## config.mk

```make
export PLATFORM = sky130hd
export DESIGN_NAME = ltsr_reporter
export DESIGN_NICKNAME = d
export VERILOG_FILES = /design/src/logic/ltsr_reporter.v
export VERILOG_INCLUDE_DIRS = /design/src /design/src/include
export SDC_FILE = /design/constraint.sdc
export NUM_CORES = 1
export LEC_CHECK = 0
export ABC_AREA = 1
export BUFFER_PORTS_ARGS = -buffer_cell sky130_fd_sc_hd__buf_2
export CAP_MARGIN = 20
export CELL_PAD_IN_SITES_DETAIL_PLACEMENT = 1
export CELL_PAD_IN_SITES_GLOBAL_PLACEMENT = 1
export CORE_MARGIN = 4
export CORE_UTILIZATION = 37
export CTS_BUF_LIST = sky130_fd_sc_hd__clkbuf_16
export DETAILED_ROUTE_END_ITERATION = 8
export PLACE_DENSITY_LB_ADDON = 0.15
export SLEW_MARGIN = 20
export SYNTH_ARGS = -nofsm -noshare
export SYNTH_HDL_FRONTEND = slang
export SYNTH_SLANG_ARGS = --single-unit
```

## constraint.sdc

```tcl
create_clock -name clock -period 0.8 [get_ports clock]
set_clock_uncertainty 0.05 [all_clocks]
set_input_delay 0.04 -clock clock [delete_from_list [all_inputs] [get_ports clock]]
set_output_delay 0.04 -clock clock [all_outputs]
set_load 0.05 [all_outputs]
```

## src/include/ltsr_consts.vh

```
`ifndef LTSR_CONSTS_VH
`define LTSR_CONSTS_VH

// ----------------------------------------
// Training state codes
// ----------------------------------------
`define LTSR_DETECT_QUIET        6'h00
`define LTSR_DETECT_ACTIVE       6'h02
`define LTSR_POLL_ACTIVE         6'h04
`define LTSR_POLL_CONFIG         6'h05
`define LTSR_POLL_COMPL_FIRST    6'h06
`define LTSR_CFG_LW_START0       6'h0B
`define LTSR_CFG_LW_START1       6'h0C
`define LTSR_CFG_LW_ACCEPT0      6'h0D
`define LTSR_CFG_LW_ACCEPT1      6'h0E
`define LTSR_CFG_LN_WAIT         6'h0F
`define LTSR_CFG_LN_ACCEPT       6'h10
`define LTSR_CFG_COMPLETE_X1     6'h11
`define LTSR_CFG_COMPLETE_X2     6'h12
`define LTSR_CFG_COMPLETE_X4     6'h13
`define LTSR_CFG_COMPLETE_X8     6'h14
`define LTSR_CFG_IDLE            6'h15
`define LTSR_L0                  6'h16
`define LTSR_L1_ENTRY0           6'h17
`define LTSR_L1_ENTRY1           6'h18
`define LTSR_L1_ENTRY2           6'h19
`define LTSR_L1_IDLE             6'h1A
`define LTSR_L1_EXIT             6'h1B
`define LTSR_RECOVERY_FIRST      6'h1C
`define LTSR_HOT_RESET           6'h21
`define LTSR_DISABLED_ENTRY0     6'h22
`define LTSR_DISABLED_IDLE       6'h25
`define LTSR_RP_CFG_FIRST        6'h26
`define LTSR_TIMEOUT_TO_DETECT   6'h2D
`define LTSR_LOOPBACK_ENTRY0     6'h2E
`define LTSR_LOOPBACK_ACTIVE     6'h30
`define LTSR_LOOPBACK_EXIT0      6'h31
`define LTSR_LOOPBACK_MASTER     6'h33
`define LTSR_CODE_MAX            6'h33

// ----------------------------------------
// State groups and substates
// ----------------------------------------
`define LTSR_GRP_DETECT          4'h0
`define LTSR_GRP_POLLING         4'h1
`define LTSR_GRP_CONFIG          4'h2
`define LTSR_GRP_CFG_COMPLETE    4'h3
`define LTSR_GRP_L0              4'h4
`define LTSR_GRP_L1              4'h5
`define LTSR_GRP_RECOVERY        4'h6
`define LTSR_GRP_HOT_RESET       4'h7
`define LTSR_GRP_DISABLED        4'h8
`define LTSR_GRP_TIMEOUT         4'h9
`define LTSR_GRP_LOOPBACK        4'hA

`define LTSR_RX_NOT_L0S          2'h0
`define LTSR_RX_L0S_ENTRY        2'h1
`define LTSR_RX_L0S_IDLE         2'h2
`define LTSR_RX_L0S_FTS          2'h3
`define LTSR_WIDTH_X1            2'h0
`define LTSR_WIDTH_X2            2'h1
`define LTSR_WIDTH_X4            2'h2

`endif

```

## src/logic/ltsr_reporter.v

```verilog
// Function
// (RULE_01) 6-bit state code; 0/1 Detect Quiet, 2/3 Detect Active.
// (RULE_02) Polling Active 4, Configuration 5, compliance substates 6 to A.
// (RULE_03) Config linkwidth start B/C, accept D/E, lane wait F, accept 10.
// (RULE_04) Config Complete 11..14 by width x1..x8; Config Idle 15.
// (RULE_05) L0 16, L1 entry 17..19, idle 1A, exit 1B; 19 also L2/L3.
// (RULE_06) Recovery 1C..20, Hot Reset 21, Disabled entry 22..24, idle 25.
// (RULE_07) Root port configuration substates 26 through 2C.
// (RULE_08) Timeout to detect reported as 2D.
// (RULE_09) Loopback entry 2E/2F, active 30, exit 31/32, master entry 33.
// (RULE_10) 2-bit receive power state; 00 means not in L0s.
// (RULE_11) Code never above 33; outputs change only on clock edges (reset_n clears them asynchronously instead).
`timescale 1ns/1ps
`default_nettype none
`include "ltsr_consts.vh"

module ltsr_reporter (
    input  wire       clock,
    input  wire       reset_n,
    input  wire [3:0] state_group,
    input  wire [2:0] state_sub,
    input  wire       root_port_mode,
    input  wire [1:0] neg_width,
    input  wire [1:0] rx_power_state,
    output reg  [5:0] link_training_state_code,
    output reg  [1:0] rx_power_state_code
);

    // ----------------------------------------
    // Encoder
    // ----------------------------------------
    // Out-of-range substates clamp to the last legal code of their group
    function [5:0] ltsr_clamp;
        input [5:0] base;
        input [2:0] sub;
        input [2:0] last;
        begin
            if (sub > last) begin
                ltsr_clamp = base + {3'h0, last};
            end else begin
                ltsr_clamp = base + {3'h0, sub};
            end
        end
    endfunction

    // Detect: only the even code of each pair is ever produced
    function [5:0] ltsr_detect_code;
        input [2:0] sub;
        begin
            if (sub[0]) begin
                ltsr_detect_code = `LTSR_DETECT_ACTIVE;
            end else begin
                ltsr_detect_code = `LTSR_DETECT_QUIET;
            end
        end
    endfunction

    function [5:0] ltsr_poll_code;
        input [2:0] sub;
        begin
            case (sub)
                3'h0: begin
                    ltsr_poll_code = `LTSR_POLL_ACTIVE; // [RULE_02]
                end
                3'h1: begin
                    ltsr_poll_code = `LTSR_POLL_CONFIG; // [RULE_02]
                end
                default: begin
                    ltsr_poll_code = ltsr_clamp(`LTSR_POLL_COMPL_FIRST, sub - 3'h2, 3'h4);
                end
            endcase
        end
    endfunction

    function [5:0] ltsr_cfg_code;
        input [2:0] sub;
        input       rp;
        begin
            if (rp) begin
                ltsr_cfg_code = ltsr_clamp(`LTSR_RP_CFG_FIRST, sub, 3'h6); // [RULE_07]
            end else if (sub == 3'h6) begin
                ltsr_cfg_code = `LTSR_CFG_IDLE; // [RULE_04]
            end else begin
                // Substate 7 has no meaning here, parks on lane accept
                ltsr_cfg_code = ltsr_clamp(`LTSR_CFG_LW_START0, sub, 3'h5); // [RULE_03]
            end
        end
    endfunction

    function [5:0] ltsr_width_code;
        input [1:0] width;
        begin
            case (width)
                `LTSR_WIDTH_X1: begin
                    ltsr_width_code = `LTSR_CFG_COMPLETE_X1; // [RULE_04]
                end
                `LTSR_WIDTH_X2: begin
                    ltsr_width_code = `LTSR_CFG_COMPLETE_X2; // [RULE_04]
                end
                `LTSR_WIDTH_X4: begin
                    ltsr_width_code = `LTSR_CFG_COMPLETE_X4; // [RULE_04]
                end
                default: begin
                    ltsr_width_code = `LTSR_CFG_COMPLETE_X8; // [RULE_04]
                end
            endcase
        end
    endfunction

    function [5:0] ltsr_l1_code;
        input [2:0] sub;
        begin
            case (sub)
                3'h0: begin
                    ltsr_l1_code = `LTSR_L1_ENTRY0;
                end
                3'h1: begin
                    ltsr_l1_code = `LTSR_L1_ENTRY1;
                end
                3'h2: begin
                    // Shared with the L2/L3 Ready pseudo state
                    ltsr_l1_code = `LTSR_L1_ENTRY2;
                end
                3'h3: begin
                    ltsr_l1_code = `LTSR_L1_IDLE;
                end
                default: begin
                    ltsr_l1_code = `LTSR_L1_EXIT;
                end
            endcase
        end
    endfunction

    function [1:0] ltsr_rx_code;
        input [1:0] state;
        begin
            case (state)
                `LTSR_RX_L0S_ENTRY: begin
                    ltsr_rx_code = `LTSR_RX_L0S_ENTRY;
                end
                `LTSR_RX_L0S_IDLE: begin
                    ltsr_rx_code = `LTSR_RX_L0S_IDLE;
                end
                `LTSR_RX_L0S_FTS: begin
                    ltsr_rx_code = `LTSR_RX_L0S_FTS;
                end
                default: begin
                    ltsr_rx_code = `LTSR_RX_NOT_L0S; // [RULE_10]
                end
            endcase
        end
    endfunction

    reg [5:0] code_next;
    reg [1:0] rx_next;

    always @* begin
        rx_next = ltsr_rx_code(rx_power_state); // [RULE_10]
    end

    always @* begin
        code_next = `LTSR_DETECT_QUIET;
        case (state_group)
            `LTSR_GRP_DETECT: begin
                code_next = ltsr_detect_code(state_sub); // [RULE_01]
            end
            `LTSR_GRP_POLLING: begin
                code_next = ltsr_poll_code(state_sub); // [RULE_02]
            end
            `LTSR_GRP_CONFIG: begin
                code_next = ltsr_cfg_code(state_sub, root_port_mode); // [RULE_03]
            end
            `LTSR_GRP_CFG_COMPLETE: begin
                code_next = ltsr_width_code(neg_width); // [RULE_04]
            end
            `LTSR_GRP_L0: begin
                code_next = `LTSR_L0; // [RULE_05]
            end
            `LTSR_GRP_L1: begin
                code_next = ltsr_l1_code(state_sub); // [RULE_05]
            end
            `LTSR_GRP_RECOVERY: begin
                code_next = ltsr_clamp(`LTSR_RECOVERY_FIRST, state_sub, 3'h4); // [RULE_06]
            end
            `LTSR_GRP_HOT_RESET: begin
                code_next = `LTSR_HOT_RESET; // [RULE_06]
            end
            `LTSR_GRP_DISABLED: begin
                code_next = ltsr_clamp(`LTSR_DISABLED_ENTRY0, state_sub, 3'h3); // [RULE_06]
            end
            `LTSR_GRP_TIMEOUT: begin
                code_next = `LTSR_TIMEOUT_TO_DETECT; // [RULE_08]
            end
            `LTSR_GRP_LOOPBACK: begin
                code_next = ltsr_clamp(`LTSR_LOOPBACK_ENTRY0, state_sub, 3'h5); // [RULE_09]
            end
            default: begin
                // Unknown group falls back to Detect Quiet, never above the top code
                code_next = `LTSR_DETECT_QUIET; // [RULE_11]
            end
        endcase
    end

    // ----------------------------------------
    // Output registers
    // ----------------------------------------
    // Registered so user logic never sees encoder glitches
    always @(posedge clock or negedge reset_n) begin
        if (!reset_n) begin
            link_training_state_code <= `LTSR_DETECT_QUIET;
            rx_power_state_code      <= `LTSR_RX_NOT_L0S;
        end else begin
            link_training_state_code <= code_next; // [RULE_11]
            rx_power_state_code      <= rx_next; // [RULE_10]
        end
    end

endmodule

`default_nettype wire

```

==> run metrics, run 1 <==
DRC viols 0; largest net degree at the start of global routing 10; fin crit period 1.14 ns; Yosys reg bits 8; # diodes 0; crit path kind in2reg; Starting Density 39.1%; I/O pin count 22; layout cell share with drive strength beyond 1 39.9%; Post-DP HPWL 3220 um; global-route wire length before repair 7390 um; post-synth net total 212; setup_tns -1.82 ns; worst-margin pin slew 0.287 ns; max_cap viols 0; vias 1389; Crit path top cell by count nand2_1; Routability Congestion 0.871; PnR Total Power 2270 uW; Mapped Area 0.00109 mm^2; DP Worst Slack -0.691 ns; Hold Path Class in2async; routed wire length 4580 um; vias in the first global route 1508; number of DRC markers in iteration 0 29; Area Growth Syn to Fin 61.0%; layout filler cell count 366; endpoint class of the critical path flip-flop; overall die height 62.2 um; global route total overflow 0; synth top area cells nand2_1 22%, dfrtp_1 18%, ha_1 16%, nand3_1 11%, nor2_1 9.7%; Netlist cell types 21; Vias/cell 5.26; initial antenna violation count 0; post-synth top area share 21.7%; Nets 263; worst vdd ir 1.88 mV; crit path cell chain buf_8 -> clkinvlp_4 -> ha_2 -> nand2_1 -> nand2_1 -> o21ai_1 -> nand2_1 -> nor2_1 -> nand2_1; floorplan row count 19; Post-Layout Inst Area 0.00175 mm^2; Post-Syn Area per Cell 5.92 um^2; CP max FO 7; Final ANT Viol Nets 0; Slowest cell on crit path ha_2; Slew Limit Fails 0; FMAX 877 MHz; failing checks setup timing; Die W 62.2 um; Data required, critical path 0.87 ns; cell taking the most area after synthesis nand2_1; clk sinks 8; cell count after synthesis 184; dpl cell area 0.00140 mm^2; Tot GR Track Use 23.7%; endpoints failing hold 0; fin crit share 142%; clock buffer depth 2; status finished, violations left; Power per Cell Area 1290 mW/mm^2; LEAKAGE 0.000925 uW; nature of the critical path startpoint primary input; count of warnings emitted by yosys 0; Final setup viols 13; final core utilization 63.0%; CTS tree yes; RSZ-0062 raised after global routing yes; register area share after synthesis 18.4%; total CTS buffers 3; post-layout worst setup margin -0.340 ns; PortBufs 21; clk slew on worst S/H paths 0.04 ns; DRT Pass-1 Iters 4; Die Area 0.00387 mm^2; Worst Path Arrival 1.21 ns; # H-tree levels 1; Core Area 0.00278 mm^2; Routed wire per std cell 17.4 um; Worst path max stage delay 0.28 ns; Max transition margin 80.8%; root buffer cell clkbuf_16
## cell usage after synthesis
| cell | number |
|---|---|
| nor2_2 | 2 |
| buf_4 | 2 |
| o21ai_2 | 1 |
| nand2_1 | 63 |
| nand3b_1 | 1 |
| nor2_1 | 28 |
| nand2_4 | 1 |
| ha_1 | 14 |
| a21boi_1 | 1 |
| dfrtp_1 | 8 |
| a21oi_1 | 2 |
| nand2_2 | 2 |
| nor2_4 | 2 |
| nand3_1 | 23 |
| clkbuf_1 | 2 |
| o2111ai_1 | 2 |
| inv_2 | 5 |
| o21ai_0 | 3 |
| inv_1 | 18 |
| nor3b_1 | 1 |
| o21ai_1 | 3 |
## stage by stage
step / hold WS (ns) / instances
finish: 0.138 / 264
floorplan: -0.306 / 184
detailed placement: -0.161 / 252
global placement: -0.162 / 252
CTS: 0.138 / 262
global route: 0.164 / 264
## worst max-delay path: cells and delay by family
kind | cells | cell delay (ns)
adder cells (fa/ha/maj) | 1 | 0.28
AO/OA/AOI/OAI | 1 | 0.20
buffers and inverters | 2 | 0.27
AND/OR/NAND/NOR | 5 | 0.43
## routing by layer
metal / track usage [%] / vias up / routed length [um]
met2: 46.4 / 46 / 2540
met5: 0 / - / 0
met3: 1.80 / 18 / 161
met1: 24.4 / 647 / 1670
met4: 12.2 / 0 / 220
li1: - / 678 / -
## sequential cells by signal, summed over array words and instances (netlist names)
name and flops:
rx_power_state_code 2, link_training_state_code 6
## cell families after synthesis
| kind of cell | Yosys count | synth area share [%] |
|---|---|---|
| and+or+nand+nor | 123 | 48.7 |
| buffers and inverters | 27 | 10.0 |
| adders and majority gates | 14 | 16.1 |
| AOI/OAI and AO/OA | 12 | 6.78 |
| DFF | 8 | 18.4 |
## cells in the final DEF (no fill, tap or decap), drive strengths merged, types with 2 or more instances in the layout
cell	n
clkbuf	3
buf	47
inv	22
nand3	23
dfrtp	8
o21ai	7
o2111ai	2
ha	14
dlygate4sd3	3
nand2	66
a21oi	2
nor2	32
## repair_timing
item	4_1_cts	5_1_grt
hold buffers	3	0
gates resized for setup	39	18
hold endpoints to repair	10	0
pin swaps	10	6
endpoints found under the setup margin	14	13
setup buffers	4	2
## worst max-delay path by stage
| stage | start | endpoint | cells after the start |
|---|---|---|---|
| 4_1_cts | state_sub[1] | link_training_state_code[0] | 11 |
| 3_5_place_dp | state_sub[1] | link_training_state_code[1] | 10 |
| 2_1_floorplan | state_sub[1] | link_training_state_code[1] | 9 |
| 3_3_place_gp | state_sub[1] | link_training_state_code[1] | 10 |
| 5_1_grt | state_sub[1] | link_training_state_code[3] | 9 |
| 6_report | state_sub[1] | link_training_state_code[3] | 9 |
## layout make-up
type                            count  area [um^2]  area share, %
Clock buffer                        3         75.1           4.28
Inverter                           23          100           5.71
Multi-Input combinational cell    149          941           53.7
Sequential cell                     8          200           11.4
Tap cell                           31         38.8           2.21
Timing Repair Buffer               50          398           22.7
## report_power, final
| group | switching, uW | total (uW) | internal (uW) |
|---|---|---|---|
| clock network | 221 | 868 | 647 |
| registers | 21.0 | 466 | 445 |
| logic | 569 | 935 | 366 |
| total | 811 | 2270 | 1460 |
Power figures use the tool's default switching activity.
==> run 2, diff against run 1 <==
--- a/config.mk
+++ b/config.mk
@@ -15,7 +15,7 @@
 export CORE_UTILIZATION = 37
 export CTS_BUF_LIST = sky130_fd_sc_hd__clkbuf_16
 export DETAILED_ROUTE_END_ITERATION = 8
-export PLACE_DENSITY_LB_ADDON = 0.15
+export PLACE_DENSITY = 0.9
 export SLEW_MARGIN = 20
 export SYNTH_ARGS = -nofsm -noshare
 export SYNTH_HDL_FRONTEND = slang
==> run 2 against run 1 <==
Effect of this change: the flow still finishes with violations (setup timing); wire length down 14%; fmax grew 2.1%; critical endpoint is now link_training_state_code[2]; setup slack better by 0.024 ns; utilization is 4.2 points lower.
==> run metrics, run 2 (synthesized netlist as in run 1, its figures left out) <==
LEAKAGE 0.000879 uW; top flop regs link_training_state_code (6), rx_power_state_code (2); leading cell type in the layout, fill and taps excluded nand2_1; worst vdd ir 1.73 mV; internal power 1410 uW; clock buffer depth 2; Slew Limit Fails 0; Hold Path Class in2async; PortBufs 21; Die W 62.2 um; fin crit period 1.12 ns; post-layout worst setup margin -0.316 ns; hold_ws 0.118 ns; CP max FO 6; Final setup viols 13; Clk network pwr share 38.8%; largest net degree at the start of global routing 10; Final ANT Viol Nets 0; max reg flops 6; Die Area 0.00387 mm^2; switching share of power 33.7%; Crit path max-delay family buffers and inverters; sequential power share 21.8%; max_cap viols 0; vias in the first global route 1340; FF+latch area 200 um^2; crit path cell chain buf_8 -> clkinvlp_4 -> buf_4 -> ha_1 -> inv_1 -> nand2_1 -> nand2_1 -> nand2_1 -> nand2_1 -> nand2_1 -> nand2_1 -> inv_1 -> nand2_1; overall die height 62.2 um; endpoints failing hold 0; total CTS buffers 3; Starting Density 39.1%; Critical Path Start state_sub[1]; worst-margin pin slew 0.268 ns; Power per Cell Area 1300 mW/mm^2; Gate power share 39.3%; clk slew on worst S/H paths 0.04 ns; I/O pin count 22; FMAX 896 MHz; routed wire length 3920 um; DRC viols 0; Post-DP HPWL 3220 um; final core utilization 58.8%; root buffer cell clkbuf_16; WP buf/inv 5; DRT Pass-1 Iters 4; number of DRC markers in iteration 0 19; Tot GR Track Use 20.8%; Max transition margin 82.1%; DP Worst Slack -0.567 ns; global route total overflow 0; status finished, violations left; fin crit share 139%; Vias/cell 5.11; Core Area 0.00278 mm^2; floorplan row count 19; failing checks setup timing; Data required, critical path 0.91 ns; Worst path max stage delay 0.21 ns; global-route wire length before repair 6590 um; initial antenna violation count 0; Nets 260; layout cell share with drive strength beyond 1 32.6%; Routed wire per std cell 15.0 um; Top reg by flops link_training_state_code; RSZ-0062 raised after global routing yes; nature of the critical path startpoint primary input; # diodes 0; vias 1335; Area Growth Syn to Fin 50.2%; clk sinks 8; Crit path top cell by count nand2_1; crit path kind in2reg; setup_tns -1.66 ns; most frequent cells in the layout 60 x nand2_1, 25 x nor2_1, 23 x buf_4, 22 x nand3_1, 16 x inv_1; layout filler cell count 387; CTS tree yes; Routability Congestion 0.909; sw power 717 uW; Slowest cell on crit path buf_4; Worst Path Arrival 1.23 ns; area of the multi-input gates 856 um^2; # H-tree levels 1; endpoint class of the critical path flip-flop
## run 2: cell types whose count changed in the layout (fill, tap and decap cells not counted), moves of 2 or more
cell	delta
nand3_2	-3
nand2_1	+5
nand2_2	-2
buf_6	-2
nand3_1	+3
nand2_4	-2
o21ai_2	-2
## run 2: metal layers
layer | share of wire, % | wire (um) | vias up | track usage, %
li1 | - | - | 666 | -
met4 | 1.3 | 51 | 0 | 5.69
met2 | 51 | 1990 | 36 | 36.9
met3 | 4.5 | 175 | 5 | 2.34
met1 | 44 | 1710 | 628 | 26.3
met5 | 0 | 0 | - | 0
## run 2: power by group through the flow
stage | registers, uW | clock network [uW] | logic, uW
after floorplan | 600 | 0 | 309
after global placement | 457 | 0 | 705
after detailed placement | 461 | 0 | 729
after CTS | 466 | 838 | 807
after global routing | 470 | 881 | 914
final | 465 | 827 | 838
## run 2: metrics by stage
stage	instances	area (um^2)	power, uW
2_1_floorplan	184	1120	909
3_3_place_gp	254	1410	1160
3_5_place_dp	254	1410	1190
4_1_cts	261	1600	2110
5_1_grt	261	1640	2260
6_report	261	1640	2130
## run 2: worst max-delay path by stage
stage	to	slack, ns	depth (start not counted)
global placement	link_training_state_code[1]	-0.52	10
global route	link_training_state_code[2]	-0.42	13
detailed placement	link_training_state_code[3]	-0.57	9
floorplan	link_training_state_code[1]	-0.30	9
CTS	link_training_state_code[0]	-0.26	11
finish	link_training_state_code[2]	-0.32	13
## run 2: final cells by class
cell class	instances	area share [%]
inverter	23	5.97
sequential	8	12.2
clock buffer	3	4.59
timing repair buffer	47	22.5
multi-input combinational	149	52.3
tap	31	2.37
## run 2: repair_timing
item,4_1_cts,5_1_grt
resized for setup,25,9
pin swaps,3,7
setup buffers,1,0
hold buffers,3,0
endpoints found under the setup margin,13,14
endpoints found under the hold margin,10,0
==> run 3, diff against run 2 <==
--- a/config.mk
+++ b/config.mk
@@ -9,10 +9,10 @@
 export ABC_AREA = 1
 export BUFFER_PORTS_ARGS = -buffer_cell sky130_fd_sc_hd__buf_2
 export CAP_MARGIN = 20
-export CELL_PAD_IN_SITES_DETAIL_PLACEMENT = 1
-export CELL_PAD_IN_SITES_GLOBAL_PLACEMENT = 1
+export CELL_PAD_IN_SITES_DETAIL_PLACEMENT = 0
+export CELL_PAD_IN_SITES_GLOBAL_PLACEMENT = 2
 export CORE_MARGIN = 4
-export CORE_UTILIZATION = 37
+export CORE_UTILIZATION = 28
 export CTS_BUF_LIST = sky130_fd_sc_hd__clkbuf_16
 export DETAILED_ROUTE_END_ITERATION = 8
 export PLACE_DENSITY = 0.9
==> run 3 against run 2 <==
Effect of this change: the run still ends with setup timing left; final cell count rose by 8.8%; setup slack better by 0.062 ns; global-route usage shrank 6.9 points; utilization decreased by 12 points; critical path depth fell by 1; die area up 28%; clock-buffer cell count stayed put; final area rose by 6.7%; fmax is 5.9% higher; largest cell class unchanged.
==> run metrics, run 3 (synthesized netlist as in run 1, its figures left out) <==
status finished, violations left; failing checks setup timing; Max transition margin 82.0%; Worst Path Arrival 1.16 ns; endpoint class of the critical path flip-flop; PnR Total Power 2150 uW; RSZ-0062 raised after global routing yes; Hold Path Class in2async; DRT Pass-1 Iters 4; DRC viols 0; Die Area 0.00495 mm^2; Top reg by flops link_training_state_code; global-route wire length before repair 5660 um; leading cell type in the layout, fill and taps excluded nand2_1; Post-DP HPWL 2610 um; Core Area 0.00372 mm^2; worst vdd ir 0.550 mV; met2 GRT Util 22.2%; Routability Congestion 0.886; busiest grt layer met2; PortBufs 21; Worst path max stage delay 0.17 ns; layout cell share with drive strength beyond 1 35.6%; overall die height 70.4 um; crit path cell chain buf_8 -> clkinvlp_4 -> buf_6 -> ha_4 -> nand2_2 -> nand2_1 -> buf_4 -> nand2_1 -> nand2_1 -> nand2_1 -> nor2_1 -> nand2_1; clk slew on worst S/H paths 0.04 ns; Slowest cell on crit path ha_4; global route total overflow 0; Final setup viols 13; FF+latch area 200 um^2; initial antenna violation count 0; Vias/cell 4.45; FMAX 949 MHz; top flop regs link_training_state_code (6), rx_power_state_code (2); Slew Limit Fails 0; Routed wire per std cell 11.4 um; routed wire length 3250 um; Nets 266; Area Growth Syn to Fin 60.3%; DP Worst Slack -0.550 ns; Final ANT Viol Nets 0; clock buffer depth 2; max_cap viols 0; most frequent cells in the layout 58 x nand2_1, 26 x nor2_1, 26 x buf_4, 23 x nand3_1, 15 x inv_1; # H-tree levels 1; CTS tree yes; total CTS buffers 3; layout filler cell count 404; CP max FO 5; fin crit period 1.05 ns; I/O pin count 22; max reg flops 6; met1 Use GR 18.7%; fin crit share 132%; vias in the first global route 1255; endpoints failing hold 0; Die W 70.4 um; nature of the critical path startpoint primary input; area of the multi-input gates 877 um^2; LEAKAGE 0.000913 uW; Tot GR Track Use 14.0%; Power per Cell Area 1230 mW/mm^2; largest net degree at the start of global routing 10; number of DRC markers in iteration 0 36; Starting Density 29.3%; vias 1263; root buffer cell clkbuf_16; crit path kind in2reg; routing usage on met3 2.01%; # diodes 0; Crit path top cell by count nand2_1; Data required, critical path 0.91 ns; worst-margin pin slew 0.270 ns; post-layout worst setup margin -0.254 ns; floorplan row count 22; clk sinks 8
==> run 3: cell count changes in the layout (fill, tap and decap cells not counted), moves of 2 or more <==
| cell | delta |
|---|---|
| buf_4 | +3 |
| nand2_2 | +2 |
| buf_2 | -2 |
| buf_6 | +4 |
| nand2_1 | -2 |
==> run 3: path summary, 6_finish.rpt <==
kind / to / slack, ns / cells past startpoint / start
worst max-delay path: link_training_state_code[1] / -0.25 / 12 / state_sub[1]
min in group clock: link_training_state_code[4] / 0.22 / 4 / root_port_mode
max in group asynchronous: rx_power_state_code[0] / 0.40 / 2 / reset_n
worst min-delay path: link_training_state_code[5] / 0.14 / 2 / reset_n
==> run 3: repair_timing <==
action | in CTS | in global routing
setup endpoints to repair | 13 | 13
setup buffers | 2 | 1
pin swaps | 14 | 9
resized for setup | 34 | 13
endpoints found under the hold margin | 10 | 0
hold buffers | 3 | 0
==> run 3: final cells by class <==
cell class | count | area share (%)
inverter | 23 | 5.73
clock buffer | 3 | 4.30
tap | 48 | 3.44
timing repair buffer | 53 | 24.8
multi-input combinational | 149 | 50.3
sequential | 8 | 11.5
==> run 3: per-layer routing <==
| layer | wire (um) | part of all wire (%) |
|---|---|---|
| met5 | 0 | 0 |
| met4 | 43 | 1.3 |
| met3 | 129 | 4.0 |
| met2 | 1460 | 45 |
| met1 | 1610 | 50 |
==> run 3: stage by stage <==
stage	util (%)	hold slack, ns	TNS (ns)	cell area [um^2]	instances
finish	47.0	0.137	-1.25	1750	284
global route	47.0	0.153	-1.92	1750	284
CTS	45.6	0.138	-1.32	1690	283
detailed placement	39.4	-0.165	-2.69	1460	275
global placement	39.4	-0.165	-2.64	1460	275
floorplan	-	-0.306	-1.38	1120	184
==> run 3: critical path: cells and delay by family <==
family,cells,cell delay [ns]
AND/OR/NAND/NOR,7,0.43
adder cells (fa/ha/maj),1,0.17
buffers and inverters,4,0.52
==> run 3: power breakdown <==
part	internal (uW)	switching (uW)	total [uW]
clock	643	185	829
combinational	357	503	859
sequential	445	16.9	462
total	1450	705	2150
